`config.mk`:
```
export PLATFORM = sky130hd
export DESIGN_NAME = nfc_tx_rx_mode_config
export DESIGN_NICKNAME = d
export VERILOG_FILES = /design/src/nfc_mode_pkg.sv /design/src/nfc_crc_seed.sv /design/src/nfc_tx_rx_mode_config.sv /design/src/nfc_tx_shaper.sv
export SDC_FILE = /design/constraint.sdc
export NUM_CORES = 1
export LEC_CHECK = 0
export ABC_CLOCK_PERIOD_IN_PS = 6200
export BUFFER_PORTS_ARGS = -buffer_cell sky130_fd_sc_hd__buf_4
export CAP_MARGIN = 20
export CORE_MARGIN = 2
export CORE_UTILIZATION = 51
export DETAILED_ROUTE_END_ITERATION = 12
export PLACE_DENSITY_LB_ADDON = 0.2
export SYNTH_ARGS = -nofsm -noshare
export SYNTH_HDL_FRONTEND = slang
export SYNTH_SLANG_ARGS = --single-unit
```
`constraint.sdc`:
```
create_clock -name sys_clk_i -period 6.2 [get_ports sys_clk_i]
set_clock_uncertainty 0.1 [all_clocks]
set_input_delay 1.24 -clock sys_clk_i [delete_from_list [all_inputs] [get_ports sys_clk_i]]
set_output_delay 1.24 -clock sys_clk_i [all_outputs]
set_load 0.05 [all_outputs]
```
`src/nfc_mode_pkg.sv`:
```
// package for the transmit/receive mode configuration block
// assumes a classic wishbone slave with 32-bit data, 8-bit registers
package nfc_mode_pkg;
    // register indices, byte address is four times the index
    localparam logic [7:0]  IDX_MODE       = 8'h11;
    localparam logic [7:0]  IDX_TX_MODE    = 8'h12;
    localparam logic [7:0]  IDX_RX_MODE    = 8'h13;
    localparam logic [7:0]  IDX_COMMAND    = 8'h01;
    localparam logic [7:0]  IDX_RX_STATUS  = 8'h20;
    // reset values
    localparam logic [7:0]  MODE_RST       = 8'h3d;
    localparam logic [7:0]  TX_MODE_RST    = 8'h00;
    localparam logic [7:0]  RX_MODE_RST    = 8'h00;
    localparam logic [3:0]  COMMAND_RST    = 4'h0;
    // field positions
    localparam int          CRC_EN_BIT     = 7;
    localparam int          RATE_LSB       = 4;
    localparam int          INV_BIT        = 3;
    localparam int          NOERR_BIT      = 3;
    localparam int          MULTI_BIT      = 2;
    localparam int          FRAME_LSB      = 0;
    // crc seeds
    localparam logic [15:0] SEED_0         = 16'h0000;
    localparam logic [15:0] SEED_1         = 16'h6363;
    localparam logic [15:0] SEED_2         = 16'ha671;
    localparam logic [15:0] SEED_3         = 16'hffff;
    // frame formats
    localparam logic [1:0]  FRAME_TYPE_A   = 2'b00;
    localparam logic [1:0]  FRAME_TYPE_B   = 2'b11;
    // command codes
    localparam logic [3:0]  CMD_IDLE       = 4'h0;
    localparam logic [3:0]  CMD_CRC        = 4'h3;
    localparam logic [3:0]  CMD_TRANSMIT   = 4'h4;
    localparam logic [3:0]  CMD_RECEIVE    = 4'h8;
    localparam logic [3:0]  CMD_TRANSCEIVE = 4'hc;
    // shortest frame kept when fragments are rejected
    localparam logic [7:0]  MIN_FRAG_BITS  = 8'h04;

    typedef enum logic [2:0] {
        RX_IDLE = 3'b001,
        RX_WAIT = 3'b010,
        RX_BUSY = 3'b100
    } rx_state_t;

    // seed lookup by two-bit code
    function automatic logic [15:0] seed_of(input logic [1:0] code);
        case (code)
            2'b00:   seed_of = SEED_0;
            2'b01:   seed_of = SEED_1;
            2'b10:   seed_of = SEED_2;
            default: seed_of = SEED_3;
        endcase
    endfunction : seed_of
endpackage : nfc_mode_pkg

```
`src/nfc_crc_seed.sv`:
```
// crc seed selection between standalone and rf communication
// assumes mode settings are stable while rf traffic runs
`timescale 1ns/1ps
module nfc_crc_seed
    import nfc_mode_pkg::*;
(
    input  wire logic [1:0]  crc_seed_select_i,
    input  wire logic        rf_active_i,
    input  wire logic [1:0]  tx_frame_format_i,
    output logic      [15:0] seed_o
);
    // type b frames start from all ones, type a from 6363h
    wire logic [1:0] auto_code;
    assign auto_code = (tx_frame_format_i == FRAME_TYPE_B) ? 2'b11 : 2'b01;
    // rf traffic overrides the host selector
    assign seed_o = rf_active_i ? seed_of(auto_code)
                                : seed_of(crc_seed_select_i);
endmodule : nfc_crc_seed

```
`src/nfc_tx_rx_mode_config.sv`:
```
// mode configuration for transmit and receive paths, wishbone slave
// assumes the framer/decoder report frame ends and bit counts
//
// Decided for this implementation: the Wishbone interface to the registers.
`timescale 1ns/1ps
module nfc_tx_rx_mode_config
    import nfc_mode_pkg::*;
(
    input  wire logic        sys_clk_i,
    input  wire logic        rst_n_i,
    // wishbone classic slave
    input  wire logic        wb_cyc_i,
    input  wire logic        wb_stb_i,
    input  wire logic        wb_we_i,
    input  wire logic [9:0]  wb_adr_i,
    input  wire logic [3:0]  wb_sel_i,
    input  wire logic [31:0] wb_dat_i,
    output logic      [31:0] wb_dat_o,
    output logic             wb_ack_o,
    output logic             wb_err_o,
    // transmit side
    input  wire logic        tx_busy_i,
    input  wire logic        mod_bit_i,
    input  wire logic        mod_valid_i,
    output logic             tx_bit_o,
    output logic             tx_valid_o,
    output logic             tx_crc_enable_o,
    output logic [2:0]       tx_bit_rate_o,
    output logic [1:0]       tx_frame_format_o,
    // receive side
    input  wire logic        rx_frame_end_i,
    input  wire logic [7:0]  rx_frame_bits_i,
    output logic             rx_crc_enable_o,
    output logic [2:0]       rx_bit_rate_o,
    output logic [1:0]       rx_frame_format_o,
    output logic             rx_enable_o,
    output logic             rx_frame_keep_o,
    output logic             rx_frame_drop_o,
    output logic             cmd_done_o,
    // crc coprocessor seed
    output logic [15:0]      crc_seed_o
);
    logic [7:0]  mode_r;
    logic [7:0]  tx_mode_r;
    logic [7:0]  rx_mode_r;
    logic [3:0]  command_r;
    logic [3:0]  command_nxt;
    rx_state_t   rx_state_r;
    rx_state_t   rx_state_nxt;
    logic [31:0] rdata_r;
    logic        ack_r;
    logic        err_r;
    logic        keep_r;
    logic        drop_r;
    logic        done_r;
    logic [15:0] seed_r;
    logic [7:0]  tx_cfg_r;
    logic [7:0]  rx_cfg_r;
    logic        rx_en_r;

    // bus decode
    wire logic       req;
    wire logic       wr;
    wire logic [7:0] idx;
    wire logic       hit_mode;
    wire logic       hit_tx;
    wire logic       hit_rx;
    wire logic       hit_cmd;
    wire logic       hit_st;
    wire logic       mapped;
    wire logic       wr_lane;
    assign req      = wb_cyc_i & wb_stb_i & ~ack_r & ~err_r;
    assign wr       = req & wb_we_i & mapped & wr_lane;
    assign idx      = wb_adr_i[9:2];
    assign hit_mode = (idx == IDX_MODE);
    assign hit_tx   = (idx == IDX_TX_MODE);
    assign hit_rx   = (idx == IDX_RX_MODE);
    assign hit_cmd  = (idx == IDX_COMMAND);
    assign hit_st   = (idx == IDX_RX_STATUS);
    assign mapped   = hit_mode | hit_tx | hit_rx | hit_cmd | hit_st;
    assign wr_lane  = wb_sel_i[0];

    // per-register write strobes
    wire logic wr_mode;
    wire logic wr_tx;
    wire logic wr_rx;
    assign wr_mode = wr & hit_mode;
    assign wr_tx   = wr & hit_tx;
    assign wr_rx   = wr & hit_rx;

    // host write data for the writable registers
    wire logic [7:0] wd;
    wire logic       cmd_write;
    wire logic       multi_clear;
    assign wd          = wb_dat_i[7:0];
    assign cmd_write   = wr & hit_cmd;
    assign multi_clear = wr_rx & ~wd[MULTI_BIT];

    // receiver control fields
    wire logic multi;
    wire logic noerr;
    wire logic short_frag;
    wire logic rx_cmd;
    wire logic rf_active;
    assign multi      = rx_mode_r[MULTI_BIT];
    assign noerr      = rx_mode_r[NOERR_BIT];
    assign short_frag = noerr & (rx_frame_bits_i < MIN_FRAG_BITS);
    assign rx_cmd     = (command_r == CMD_RECEIVE)
                      | (command_r == CMD_TRANSCEIVE);
    assign rf_active  = tx_busy_i | (rx_state_r != RX_IDLE);

    // frame end seen while the receiver listens
    wire logic frame_in;
    wire logic frame_kept;
    wire logic frame_dropped;
    assign frame_in      = (rx_state_r != RX_IDLE) & rx_frame_end_i;
    assign frame_kept    = frame_in & ~short_frag;
    assign frame_dropped = frame_in & short_frag;

    // receive state and command next values
    always_comb begin
        rx_state_nxt = rx_state_r;
        command_nxt  = command_r;
        case (rx_state_r)
            RX_IDLE: begin
                if (rx_cmd) begin
                    rx_state_nxt = RX_WAIT;
                end
            end
            RX_WAIT, RX_BUSY: begin
                if (!rx_cmd) begin
                    rx_state_nxt = RX_IDLE;
                end else if (rx_frame_end_i && !short_frag) begin
                    if (multi) begin
                        rx_state_nxt = RX_BUSY;
                    end else begin
                        rx_state_nxt = RX_IDLE;
                        command_nxt  = CMD_IDLE;
                    end
                end
            end
            default: begin
                rx_state_nxt = RX_IDLE;
            end
        endcase
        // reception stops on any command write other than receive, or multi cleared in RX_BUSY
        if (cmd_write) begin
            command_nxt = wd[3:0];
            if (wd[3:0] != CMD_RECEIVE) begin
                rx_state_nxt = RX_IDLE;
            end
        end else if (multi_clear && rx_state_r == RX_BUSY) begin
            rx_state_nxt = RX_IDLE;
            command_nxt  = CMD_IDLE;
        end
    end

    // read mux
    wire logic [7:0] cmd_byte;
    wire logic [7:0] state_byte;
    wire logic [7:0] rd_byte;
    assign cmd_byte   = {4'h0, command_r};
    assign state_byte = {5'h00, rx_state_r};
    assign rd_byte = hit_mode ? mode_r
                   : hit_tx   ? tx_mode_r
                   : hit_rx   ? rx_mode_r
                   : hit_cmd  ? cmd_byte
                   : hit_st   ? state_byte
                   : 8'h00;

    // register fields feeding the seed and shaper
    wire logic [1:0] seed_code;
    wire logic [1:0] tx_framing;
    wire logic       invert;
    assign seed_code  = mode_r[1:0];
    assign tx_framing = tx_mode_r[FRAME_LSB +: 2];
    assign invert     = tx_mode_r[INV_BIT];

    // seed selection
    wire logic [15:0] seed_w;
    nfc_crc_seed u_seed (
        .crc_seed_select_i (seed_code),
        .rf_active_i       (rf_active),
        .tx_frame_format_i (tx_framing),
        .seed_o            (seed_w)
    );

    // transmit inversion
    nfc_tx_shaper u_shaper (
        .sys_clk_i   (sys_clk_i),
        .rst_n_i     (rst_n_i),
        .mod_bit_i   (mod_bit_i),
        .mod_valid_i (mod_valid_i),
        .invert_i    (invert),
        .tx_bit_o    (tx_bit_o),
        .tx_valid_o  (tx_valid_o)
    );

    // configuration registers
    always_ff @(posedge sys_clk_i) begin
        if (!rst_n_i) begin
            mode_r    <= MODE_RST;
            tx_mode_r <= TX_MODE_RST;
            rx_mode_r <= RX_MODE_RST;
        end else begin
            if (wr_mode) begin
                mode_r <= wd;
            end
            if (wr_tx) begin
                tx_mode_r <= wd & 8'hfb; // bit 2 reserved
            end
            if (wr_rx) begin
                rx_mode_r <= wd;
            end
        end
    end

    // command and receive state
    always_ff @(posedge sys_clk_i) begin
        if (!rst_n_i) begin
            command_r  <= COMMAND_RST;
            rx_state_r <= RX_IDLE;
        end else begin
            command_r  <= command_nxt;
            rx_state_r <= rx_state_nxt;
        end
    end

    // frame outcome pulses
    always_ff @(posedge sys_clk_i) begin
        if (!rst_n_i) begin
            keep_r <= 1'b0;
            drop_r <= 1'b0;
            done_r <= 1'b0;
        end else begin
            keep_r <= frame_kept;
            drop_r <= frame_dropped;
            done_r <= (rx_state_r != RX_IDLE) & (rx_state_nxt == RX_IDLE);
        end
    end

    // receiver enable level, registered for the output
    always_ff @(posedge sys_clk_i) begin
        if (!rst_n_i) begin
            rx_en_r <= 1'b0;
        end else begin
            rx_en_r <= (rx_state_nxt != RX_IDLE);
        end
    end

    // crc seed towards the coprocessor
    always_ff @(posedge sys_clk_i) begin
        if (!rst_n_i) begin
            seed_r <= SEED_0;
        end else begin
            seed_r <= seed_w;
        end
    end

    // field copies towards the rf paths
    always_ff @(posedge sys_clk_i) begin
        if (!rst_n_i) begin
            tx_cfg_r <= TX_MODE_RST;
            rx_cfg_r <= RX_MODE_RST;
        end else begin
            tx_cfg_r <= tx_mode_r;
            rx_cfg_r <= rx_mode_r;
        end
    end

    // read data for the answer, zero on writes
    wire logic [31:0] rdata_nxt;
    assign rdata_nxt = (req && !wb_we_i) ? {24'h00_0000, rd_byte}
                                         : 32'h0000_0000;

    // bus answer: one cycle after the request, error on unmapped
    always_ff @(posedge sys_clk_i) begin
        if (!rst_n_i) begin
            ack_r   <= 1'b0;
            err_r   <= 1'b0;
            rdata_r <= 32'h0000_0000;
        end else begin
            ack_r   <= req & mapped;
            err_r   <= req & ~mapped;
            rdata_r <= rdata_nxt;
        end
    end

    // bus and configuration outputs, all from flops
    assign wb_dat_o          = rdata_r;
    assign wb_ack_o          = ack_r;
    assign wb_err_o          = err_r;
    assign tx_crc_enable_o   = tx_cfg_r[CRC_EN_BIT];
    assign tx_bit_rate_o     = tx_cfg_r[RATE_LSB +: 3];
    assign tx_frame_format_o = tx_cfg_r[FRAME_LSB +: 2];
    assign rx_crc_enable_o   = rx_cfg_r[CRC_EN_BIT];
    assign rx_bit_rate_o     = rx_cfg_r[RATE_LSB +: 3];
    assign rx_frame_format_o = rx_cfg_r[FRAME_LSB +: 2];

    // receiver outcome and seed outputs
    assign rx_enable_o       = rx_en_r;
    assign rx_frame_keep_o   = keep_r;
    assign rx_frame_drop_o   = drop_r;
    assign cmd_done_o        = done_r;
    assign crc_seed_o        = seed_r;
endmodule : nfc_tx_rx_mode_config

```
`src/nfc_tx_shaper.sv`:
```
// transmit bit shaping: optional output inversion
// assumes modulated data arrives one bit per clock with a valid
`timescale 1ns/1ps
module nfc_tx_shaper (
    input  wire logic sys_clk_i,
    input  wire logic rst_n_i,
    input  wire logic mod_bit_i,
    input  wire logic mod_valid_i,
    input  wire logic invert_i,
    output logic      tx_bit_o,
    output logic      tx_valid_o
);
    logic tx_bit_r;
    logic tx_valid_r;
    // registered, optionally inverted stream
    always_ff @(posedge sys_clk_i) begin
        if (!rst_n_i) begin
            tx_bit_r   <= 1'b0;
            tx_valid_r <= 1'b0;
        end else begin
            tx_bit_r   <= mod_valid_i & (mod_bit_i ^ invert_i);
            tx_valid_r <= mod_valid_i;
        end
    end
    assign tx_bit_o   = tx_bit_r;
    assign tx_valid_o = tx_valid_r;
endmodule : nfc_tx_shaper
```
==> results of run 1 <==
registers in the layout (all words and copies together) (netlist names), 4 cells and up:
name / count
command_r: 4
crc_seed_o: 4
mode_r: 8
rx_cfg_r: 6
rx_mode_r: 8
tx_cfg_r: 6
tx_mode_r: 7
wb_dat_o: 8
cell families (layout without fill, tap and decap cells):
| kind of cell | Yosys count | after routing | share of synthesized area, % |
|---|---|---|---|
| xor+xnor | 4 | 4 | 1.186 |
| buf+inv | 61 | 95 | 12.66 |
| mux | 19 | 19 | 6.732 |
| compound gates | 57 | 57 | 13.21 |
| other cells | 1 | 24 | 0.1269 |
| simple gates | 114 | 114 | 24.09 |
| flops | 62 | 62 | 42.00 |
through the flow:
step / utilization, % / setup WS, ns / cells
5_1_grt: 64.05 / 2.890 / 447
3_3_place_gp: 60.14 / 2.682 / 430
6_report: 64.05 / 2.986 / 447
3_5_place_dp: 60.14 / 2.690 / 430
4_1_cts: 63.91 / 3.033 / 446
2_1_floorplan: - / 3.194 / 341
routing by layer:
metal  part of all wire, %  up-vias
met5                     0        -
met4                   1.3        0
met3                   8.0        8
met2                    47      112
met1                    44     1141
li1                      -     1184
cells in the mapped netlist, types with 2 or more instances:
cell / count / area (um2)
nor4_4: 2 / 42.54
or3b_2: 3 / 26.28
nand2_1: 7 / 26.28
nand4_1: 3 / 18.77
nor4b_1: 3 / 26.28
nand3_1: 33 / 165.2
nor2_1: 8 / 30.03
nor2b_1: 12 / 75.07
a21oi_1: 3 / 15.01
and2_1: 15 / 93.84
nand2b_1: 3 / 18.77
o22ai_1: 2 / 12.51
o31ai_1: 4 / 30.03
a31oi_1: 2 / 12.51
a21boi_1: 3 / 22.52
a22oi_1: 6 / 45.04
or4_1: 3 / 22.52
nor4_1: 4 / 25.02
xor2_1: 2 / 17.52
o21ai_0: 16 / 80.08
and3_1: 2 / 12.51
a21boi_0: 10 / 75.07
buf_2: 2 / 10.01
clkbuf_1: 19 / 71.32
dfxtp_1: 62 / 1241
mux2_2: 7 / 78.83
inv_1: 3 / 11.26
mux2i_1: 12 / 120.1
nor3b_1: 2 / 15.01
nor3_1: 4 / 20.02
xnor2_1: 2 / 17.52
buf_4: 36 / 270.3
final cells by class:
| cell class | instances | area (um2) |
|---|---|---|
| Tap cell | 72 | 90.09 |
| Multi-Input combinational cell | 218 | 1426 |
| Clock buffer | 11 | 151.4 |
| Clock inverter | 5 | 57.56 |
| Timing Repair Buffer | 76 | 570.5 |
| Fill cell | 481 | 1992 |
| Inverter | 3 | 11.26 |
| Sequential cell | 62 | 1241 |
worst max path at each step:
| stage | end | slack [ns] |
|---|---|---|
| after CTS | command_r[2]$_SDFFE_PN0P_ | 3.03 |
| after detailed placement | command_r[2]$_SDFFE_PN0P_ | 2.69 |
| final | command_r[2]$_SDFFE_PN0P_ | 2.99 |
| after global routing | command_r[2]$_SDFFE_PN0P_ | 2.89 |
| after floorplan | wb_dat_o[2]$_SDFF_PN0_ | 3.19 |
| after global placement | command_r[2]$_SDFFE_PN0P_ | 2.68 |
worst max-delay path, delay by kind of cell:
| kind | cells | cell delay, ns |
|---|---|---|
| compound gates | 1 | 0.11 |
| buf+inv | 1 | 0.11 |
| simple gates | 3 | 1.85 |
report_power, final:
group / switching [uW] / internal, uW
clock network: 157 / 207
logic: 74.3 / 28.0
registers: 1.02 / 400
total: 232 / 634
==> metrics.yaml, run 1 <==
run_status:
  status: "finished, final reports clean"
critical_path:
  cp_slowest_cell: "nor4_4"
  reg2regPathDepth: 4
  crit_path_end_kind: "register"
  crit_required_ns: 6.30
  critPathArrivalTime_ns: 3.31
  rr_startpoint: "wb_ack_o$_SDFF_PN0_"
  cpPeakStageDelay_ns: 0.82
  worstSetupPathType: "input pin to register"
  cp-startpoint: "wb_adr_i[9]"
  timing.rr.end: "wb_dat_o[0]$_SDFF_PN0_"
  crit_fanout: 17
  cp-start-kind: "input pin"
  path_cells: "buf_4 > or4_4 > nor4_4 > and3_1 > o31ai_1"
  rrSetupSlack_ns: 3.84
clock_network:
  cts_tree: "yes"
  cts_hold_buf: 0
  clkLatencyLatePin_ns: 0.34
  cts_resized: 0
  htreeDepth: 3
  clock_path_buffers: 2
  cts_buffers: 9
  post_cts_buffers: 0
  clk_pin_slew_ns: 0.07
  cts_root_buf: "clkbuf_8"
  cts_sinks: 62
grt:
  grt_pass1_vias: 2217
  antenna_found_initial: 0
  grtUsageMet3_pct: 5.281
  grt_pass1_wl_mm: 10.49
  grt_busiest_layer: "met2"
  met2_usage_pct: 34.17
  grt_overflow_total: 0
  grt_max_degree: 53
  grt_use_met1_pct: 27.22
  grt_usage_pct: 21.23
synthesis:
  seq_area_frac_synth_pct: 42.00
  yosysWarningCount: 0
  synth-edff-count: 0
  synth_async_sr_flop_share_pct: 0
  syn_area_per_cell_um2: 9.294
  synth_flop_cell: "dfxtp_1"
  synth-seq-cells: 62
  yosysUniqueCellTypes: 55
  syn_area_um2: 2955
  syn_inst: 318
floorplanning:
  dieArea_um2: 6420
  initial_utilization_pct: 53.34
  die_w_um: 80.13
  rows: 27
  core_area_um2: 5540
  chipHeight_um: 80.13
  io_pins: 131
sta:
  rsz0062_at_grt: "false"
  tns_ns: 0
  timing.fmax_mhz: 311.2
  fin_crit_sh_pct: 51.83
  timing.hold.ws_ns: 0.3823
  hold_viol_final: 0
  setup_viol: 0
  max-slew-margin-rel_pct: 36.58
  worst_pin_slew_ns: 0.9443
  min_period_ns: 3.214
  slew_viol_final: 0
routing:
  antenna_left: 0
  routed_wl_mm: 6.586
  dr.pass1.iters: 4
  wire_per_inst_um: 14.73
  via_per_inst: 5.470
  initialDrtViolationCount: 165
  vias: 2445
  remaining_drc_errors: 0
placement:
  dpl-instance-area_um2: 3332
  dp_hpwl_mm: 4.432
  routabilityCongestion: 0.8793
  portBuffers: 75
pwr:
  ir_drop_mv: 0.1256
  total_power_uw: 866.6
  leakagePower_uw: 0.001419
  pwr_density_cell_nw_per_um2: 244.2
worst_hold_path:
  hold_depth: 1
  min-delay-start: "rx_mode_r[4]$_SDFFE_PN0N_"
  hold_path.class: "register to register"
  hold_end: "rx_cfg_r[4]$_SDFF_PN0_"
run:
  cap_violations: 0
final_layout:
  syn_to_final_growth_pct: 20.07
  final_nets: 433
  final_cell_mix: "buf_4 (76), dfxtp_1 (62), nand3_1 (33), conb_1 (24), o21ai_0 (16)"
  layout-drive-gt1-share_pct: 29.33
  mostFrequentLayoutCell: "buf_4"
  fin_area_um2: 3548
  n_antenna_cell: 0
No activity file was read; power rests on OpenSTA's default activity.
==> run 2, diff against run 1 <==
Settings changed: ABC_AREA set to 1, ABC_CLOCK_PERIOD_IN_PS 6200 to 2700, CORE_UTILIZATION 51 to 41.
Clock period 6.2 ns to 2.7 ns, I/O delays scaled along.
==> run 2 against run 1 <==
Effect of this change:
- sequential power grew 130%
- critical path type unchanged
- register-to-register slack lost 2.8 ns
- sequential cell count is the same
- die area grew 13%
- cell count grew 13%
- synthesized cell count grew 11%
- clock power grew 120%
- first-iteration DRC count shrank 22%
==> metrics.yaml, run 2 <==
run_status:
  status: "finished, final reports clean"
sta:
  slew_viol_final: 0  # unchanged
  timing.fmax_mhz: 518.9
  min_period_ns: 1.927
  setup_viol: 0  # unchanged
  tns_ns: 0  # unchanged
  rsz0062_at_grt: "false"
  fin_crit_sh_pct: 71.37
  hold_viol_final: 0  # unchanged
pwr:
  total_power_uw: 1933  # +120%
  pwr_density_cell_nw_per_um2: 568.9  # +130%
  p_int_uw: 1421  # +120%
  switching_share_pct: 26.50  # -0.30 points
  p_comb_share_pct: 10.6  # -1.2 points
  sequentialPowerShare_pct: 47.6  # +1.4 points
  leakagePower_uw: 0.001657  # +17%
  ir_drop_mv: 0.2856  # +130%
  switchingPower_uw: 512.3  # +120%
  power.share.clock_pct: 41.8  # about the same
final_layout:
  final_cell_mix: "buf_4 (83), dfxtp_1 (62), inv_1 (56), nand2_1 (46), a21oi_1 (31)"
  syn_to_final_growth_pct: 25.33
  layout-drive-gt1-share_pct: 25.23  # -4.1 points
  n_antenna_cell: 0  # unchanged
  mostFrequentLayoutCell: "buf_4"
  final_nets: 486  # +12%
grt:
  antenna_found_initial: 0  # unchanged
  grt_pass1_wl_mm: 9.425  # -10%
  grt_max_degree: 41  # -23%
  grt_usage_pct: 16.35  # -4.9 points
  grt_overflow_total: 0  # unchanged
  grt_pass1_vias: 2072  # -6.5%
clock_network:
  post_cts_buffers: 0  # unchanged
  cts_root_buf: "clkbuf_8"
  htreeDepth: 3  # unchanged
  clkLatencyLatePin_ns: 0.34  # about the same
  cts_sinks: 62  # unchanged
  cts_tree: "yes"
  clk_pin_slew_ns: 0.07  # about the same
  cts_buffers: 9  # unchanged
  cts_hold_buf: 0  # unchanged
  clock_path_buffers: 2  # unchanged
  cts_resized: 0  # unchanged
floorplanning:
  die_w_um: 85.32  # +6.5%
  io_pins: 131  # unchanged
  rows: 29  # +7.4%
  initial_utilization_pct: 42.46  # -11 points
  dieArea_um2: 7280  # +13%
  core_area_um2: 6386  # +15%
  chipHeight_um: 85.32  # +6.5%
synthesis:
  seq_area_frac_synth_pct: 45.78  # +3.8 points
  syn_inst: 352  # +11%
  yosysTopAreaCell: "dfxtp_1"
  yosysMostFrequentCell: "dfxtp_1"
  yosysUniqueCellTypes: 31  # -44%
  ys_top_cells_by_count: "dfxtp_1 (62), inv_1 (56), nand2_1 (46)"
  synth-seq-cells: 62  # unchanged
  yosys-top-cells-area: "dfxtp_1 (46%), buf_4 (10%), inv_1 (7.8%)"
  syn_area_per_cell_um2: 7.703  # -17%
  syn_area_um2: 2711  # -8.3%
  synth_top_area_share_pct: 45.78  # +3.8 points
  synth_async_sr_flop_share_pct: 0  # unchanged
  synth_flop_cell: "dfxtp_1"
  yosysWarningCount: 0  # unchanged
  synth-edff-count: 0  # unchanged
critical_path:
  cp-start-kind: "input pin"
  crit_path_end_kind: "register"
  worstSetupPathType: "input pin to register"
  path_common_cell: "nand2_1"
  crit_required_ns: 2.82  # -3.48 ns
  cp_slowest_cell: "nor3_1"
  cpPeakStageDelay_ns: 0.26  # -0.56 ns
  crit_fanout: 13  # -4
  path_cells: "buf_4 > inv_1 > nand2_1 > nor3_1 > nand2_1 > nand3_2 > nand2_2 > inv_2 > nand2_1 > o21ai_0 > a21oi_1"
  critPathArrivalTime_ns: 2.04  # -1.27 ns
routing:
  remaining_drc_errors: 0  # unchanged
  wire_per_inst_um: 11.53  # -22%
  via_per_inst: 4.663  # -15%
  dr.pass1.iters: 4  # unchanged
  routed_wl_mm: 5.821  # -12%
  antenna_left: 0  # unchanged
  vias: 2355  # -3.7%
  initialDrtViolationCount: 129  # -22%
worst_hold_path:
  hold_path.class: "input pin to register"
run:
  cap_violations: 0  # unchanged
placement:
  routabilityCongestion: 0.8412  # -4.3%
  dp_hpwl_mm: 4.288  # -3.2%
  portBuffers: 75  # unchanged
[run 2: cell types whose count changed in the layout (fill, tap and decap cells not counted), sizes merged, moves of 6 or more]
cell / before / now
inv: 3 / 59
a22oi: 6 / 0
nor2b: 12 / 0
mux2i: 12 / 0
mux2: 7 / 0
o21ai: 17 / 29
nand2: 7 / 47
nor2: 8 / 25
buf: 76 / 83
o211ai: 1 / 10
a21boi: 13 / 1
nand3: 33 / 18
and2: 15 / 0
a21oi: 3 / 31
[run 2: power by group through the flow]
stage	Combinational (uW)	Sequential (uW)	Clock [uW]
final	204	920	809
after floorplan	156	954	0
after detailed placement	204	941	0
after global placement	202	941	0
after CTS	204	920	836
after global routing	217	920	876
[run 2: per-stage QoR]
step	std cells	hold WS (ns)	util, %	setup slack (ns)	instance area (um2)
final	505	0.2846	53.21	0.7730	3398
after global routing	505	0.2698	53.21	0.5807	3398
after CTS	505	0.2681	53.21	0.7664	3398
after detailed placement	489	0.3194	50.08	0.4025	3198
after global placement	489	0.3203	50.08	0.4578	3198
after floorplan	375	0.3071	-	0.8526	2798
[run 2: final timing paths]
check             slack (ns)                            to                       from  depth (start not counted)
hold reg to reg         0.32        rx_cfg_r[4]$_SDFF_PN0_  rx_mode_r[4]$_SDFFE_PN0N_                          2
hold / removal          0.28  u_shaper.tx_bit_o$_SDFF_PN0_                  mod_bit_i                          2
setup / recovery        0.77        mode_r[7]$_SDFFE_PN0P_                wb_adr_i[8]                         11
setup reg to reg        1.05        mode_r[7]$_SDFFE_PN0P_        wb_ack_o$_SDFF_PN0_                          8
[run 2: cells by family after synthesis]
family	after synthesis	synth area share [%]
AOI/OAI and AO/OA	78	16.20
buffers and inverters	106	20.07
DFF	62	45.78
other	1	0.1383
and+or+nand+nor	105	17.81
[run 2: layer usage]
metal | share of wire [%] | track usage (%) | wire [um] | vias to the layer above
met5 | 0 | 0 | 0 | -
met4 | 1.3 | 7.071 | 76 | 0
met3 | 7.6 | 4.475 | 445 | 9
met2 | 46 | 26.78 | 2704 | 90
met1 | 45 | 20.14 | 2594 | 1040
li1 | - | - | - | 1216
[run 2: worst max-delay path: cells and delay by family]
kind / cells / cell delay (ns)
AO/OA/AOI/OAI: 2 / 0.30
AND/OR/NAND/NOR: 6 / 0.93
buffers and inverters: 3 / 0.25
[run 2: final cells by class]
type / count / area, um2
repair buffers: 83 / 623.1
inverters: 60 / 225.2
flip-flops and latches: 62 / 1241
clock buffers: 11 / 141.4
fillers: 610 / 2988
well taps: 77 / 96.34
multi-input cells: 207 / 1012
clock inverters: 5 / 58.81
==> run 3, diff against run 2 <==
Settings changed: ABC_AREA 1 to 0, ABC_CLOCK_PERIOD_IN_PS 2700 to 1900, CORE_UTILIZATION 41 to 47.
Clock period 2.7 ns to 1.9 ns, I/O delays scaled along.
==> run 3 against run 2 <==
Effect of this change:
- non-clock buffer count up 28
- largest power group unchanged
- routed wire length up 24%
- clock power up 47%
- setup slack worse by 0.73 ns
- sequential share of layout area down 4.6 points
- count of clock-buffer cells in the layout down 1
- cell count down 4.0%
- global-route usage up 4.5 points
- worst hold slack worse by 0.13 ns
- first-iteration DRC count up 22%
- power up 49%
==> metrics.yaml, run 3 (synthesis results as in run 1) <==
run_status:
  status: "finished, final reports clean"
routing:
  dr.pass1.iters: 4  # unchanged
  via_per_inst: 5.305  # +14%
  antenna_left: 0  # unchanged
  vias: 2573  # +9.3%
  wire_per_inst_um: 14.87  # +29%
  remaining_drc_errors: 0  # unchanged
  routed_wl_mm: 7.213  # +24%
  initialDrtViolationCount: 158  # +22%
worst_hold_path:
  hold_depth: 2  # unchanged
  hold_path.class: "input pin to register"
critical_path:
  crit_path_end_kind: "register"
  crit_fanout: 6  # -7
  critPathArrivalTime_ns: 2.03  # about the same
  crit_required_ns: 2.07  # -0.75 ns
  worstSetupPathType: "input pin to register"
  cp-start-kind: "input pin"
  reg2regPathDepth: 5  # -3
floorplanning:
  io_pins: 131  # unchanged
  chipHeight_um: 83.30  # -2.4%
  dieArea_um2: 6938  # -4.7%
  initial_utilization_pct: 49.33  # +6.9 points
  core_area_um2: 5991  # -6.2%
  rows: 28  # -3.4%
  die_w_um: 83.30  # -2.4%
grt:
  grt_max_degree: 28  # -32%
  antenna_found_initial: 0  # unchanged
  grt_usage_pct: 20.84  # +4.5 points
  grt_overflow_total: 0  # unchanged
  grt_pass1_wl_mm: 11.55  # +23%
  grt_pass1_vias: 2379  # +15%
final_layout:
  final_cell_mix: "buf_4 (109), dfxtp_1 (62), nand3_1 (33), conb_1 (24), and2_1 (15)"
  n_antenna_cell: 0  # unchanged
  postLayoutCoreUtil_pct: 64.93  # +12 points
  mostFrequentLayoutCell: "buf_4"
  layout-drive-gt1-share_pct: 37.32  # +12 points
  fin_area_um2: 3890  # +14%
  nFillCells: 513  # -16%
  syn_to_final_growth_pct: 31.63
  final_nets: 468  # -3.7%
pwr:
  leakagePower_uw: 0.001604  # -3.2%
  ir_drop_mv: 0.4241  # +49%
  total_power_uw: 2876  # +49%
  pwr_density_cell_nw_per_um2: 739.2  # +30%
sta:
  tns_ns: 0  # unchanged
  timing.fmax_mhz: 537.7
  fin_crit_sh_pct: 97.89
  min_period_ns: 1.860
  slew_viol_final: 0  # unchanged
  setup_viol: 0  # unchanged
  hold_viol_final: 0  # unchanged
clock_network:
  cts_tree: "yes"
  cts_root_buf: "clkbuf_8"
  clock_path_buffers: 2  # unchanged
  cts_hold_buf: 0  # unchanged
  clkLatencyLatePin_ns: 0.34  # about the same
  cts_sinks: 62  # unchanged
  cts_buffers: 9  # unchanged
  clk_pin_slew_ns: 0.07  # about the same
  htreeDepth: 3  # unchanged
placement:
  dpl-instance-area_um2: 3626  # +13%
  routabilityCongestion: 0.8525  # +1.3%
  dp_hpwl_mm: 5.337  # +24%
  portBuffers: 75  # unchanged
run:
  cap_violations: 0  # unchanged
## run 3: layout make-up
type	instances	area, um2	share of cell area, %
repair buffers	111	849.6	21.84
well taps	75	93.84	2.412
inverters	3	11.26	0.2895
clock buffers	10	137.6	3.538
clock inverters	6	70.07	1.801
multi-input cells	218	1486	38.21
flip-flops and latches	62	1241	31.91
## run 3: where the power goes
part           total, uW  internal, uW  switching [uW]
sequential          1310          1300            4.28
combinational        376           123             253
clock               1190           647             544
## run 3: worst max-delay path, stage by stage
cell and delay, ns:
buf_4 0.11, or4_4 0.57, or4_1 0.48, or3_4 0.36, o22ai_2 0.13
## run 3: path summary, 6_finish.rpt
kind | start | endpoint | slack [ns]
worst min-delay path | wb_we_i | wb_dat_o[3]$_SDFF_PN0_ | 0.16
worst max-delay path | wb_adr_i[9] | wb_dat_o[2]$_SDFF_PN0_ | 0.04
worst min register to register | command_r[2]$_SDFFE_PN0P_ | command_r[2]$_SDFFE_PN0P_ | 0.38
worst max register to register | command_r[0]$_SDFFE_PN0P_ | command_r[0]$_SDFFE_PN0P_ | 0.07
## run 3: routing by layer
layer | up-vias | wire, um | GRT usage, %
li1 | 1248 | - | -
met1 | 1223 | 3214 | 26.77
met2 | 93 | 3395 | 33.28
met3 | 9 | 483 | 4.573
met4 | 0 | 121 | 9.687
met5 | - | 0 | 0
## run 3: through the flow
step	hold WS (ns)	instances	worst slack, ns
floorplan	0.3420	341	-0.2459
global placement	0.3603	467	-0.3474
detailed placement	0.3657	467	-0.3544
CTS	0.1520	483	0.02230
global route	0.1577	485	-0.04156
finish	0.1578	485	0.04012
## run 3: timing repair
action	CTS	global route
resized for setup	1	13
gates cloned	0	1
endpoints found under the setup margin	4	12
buffers inserted	0	1
pin swaps	1	1
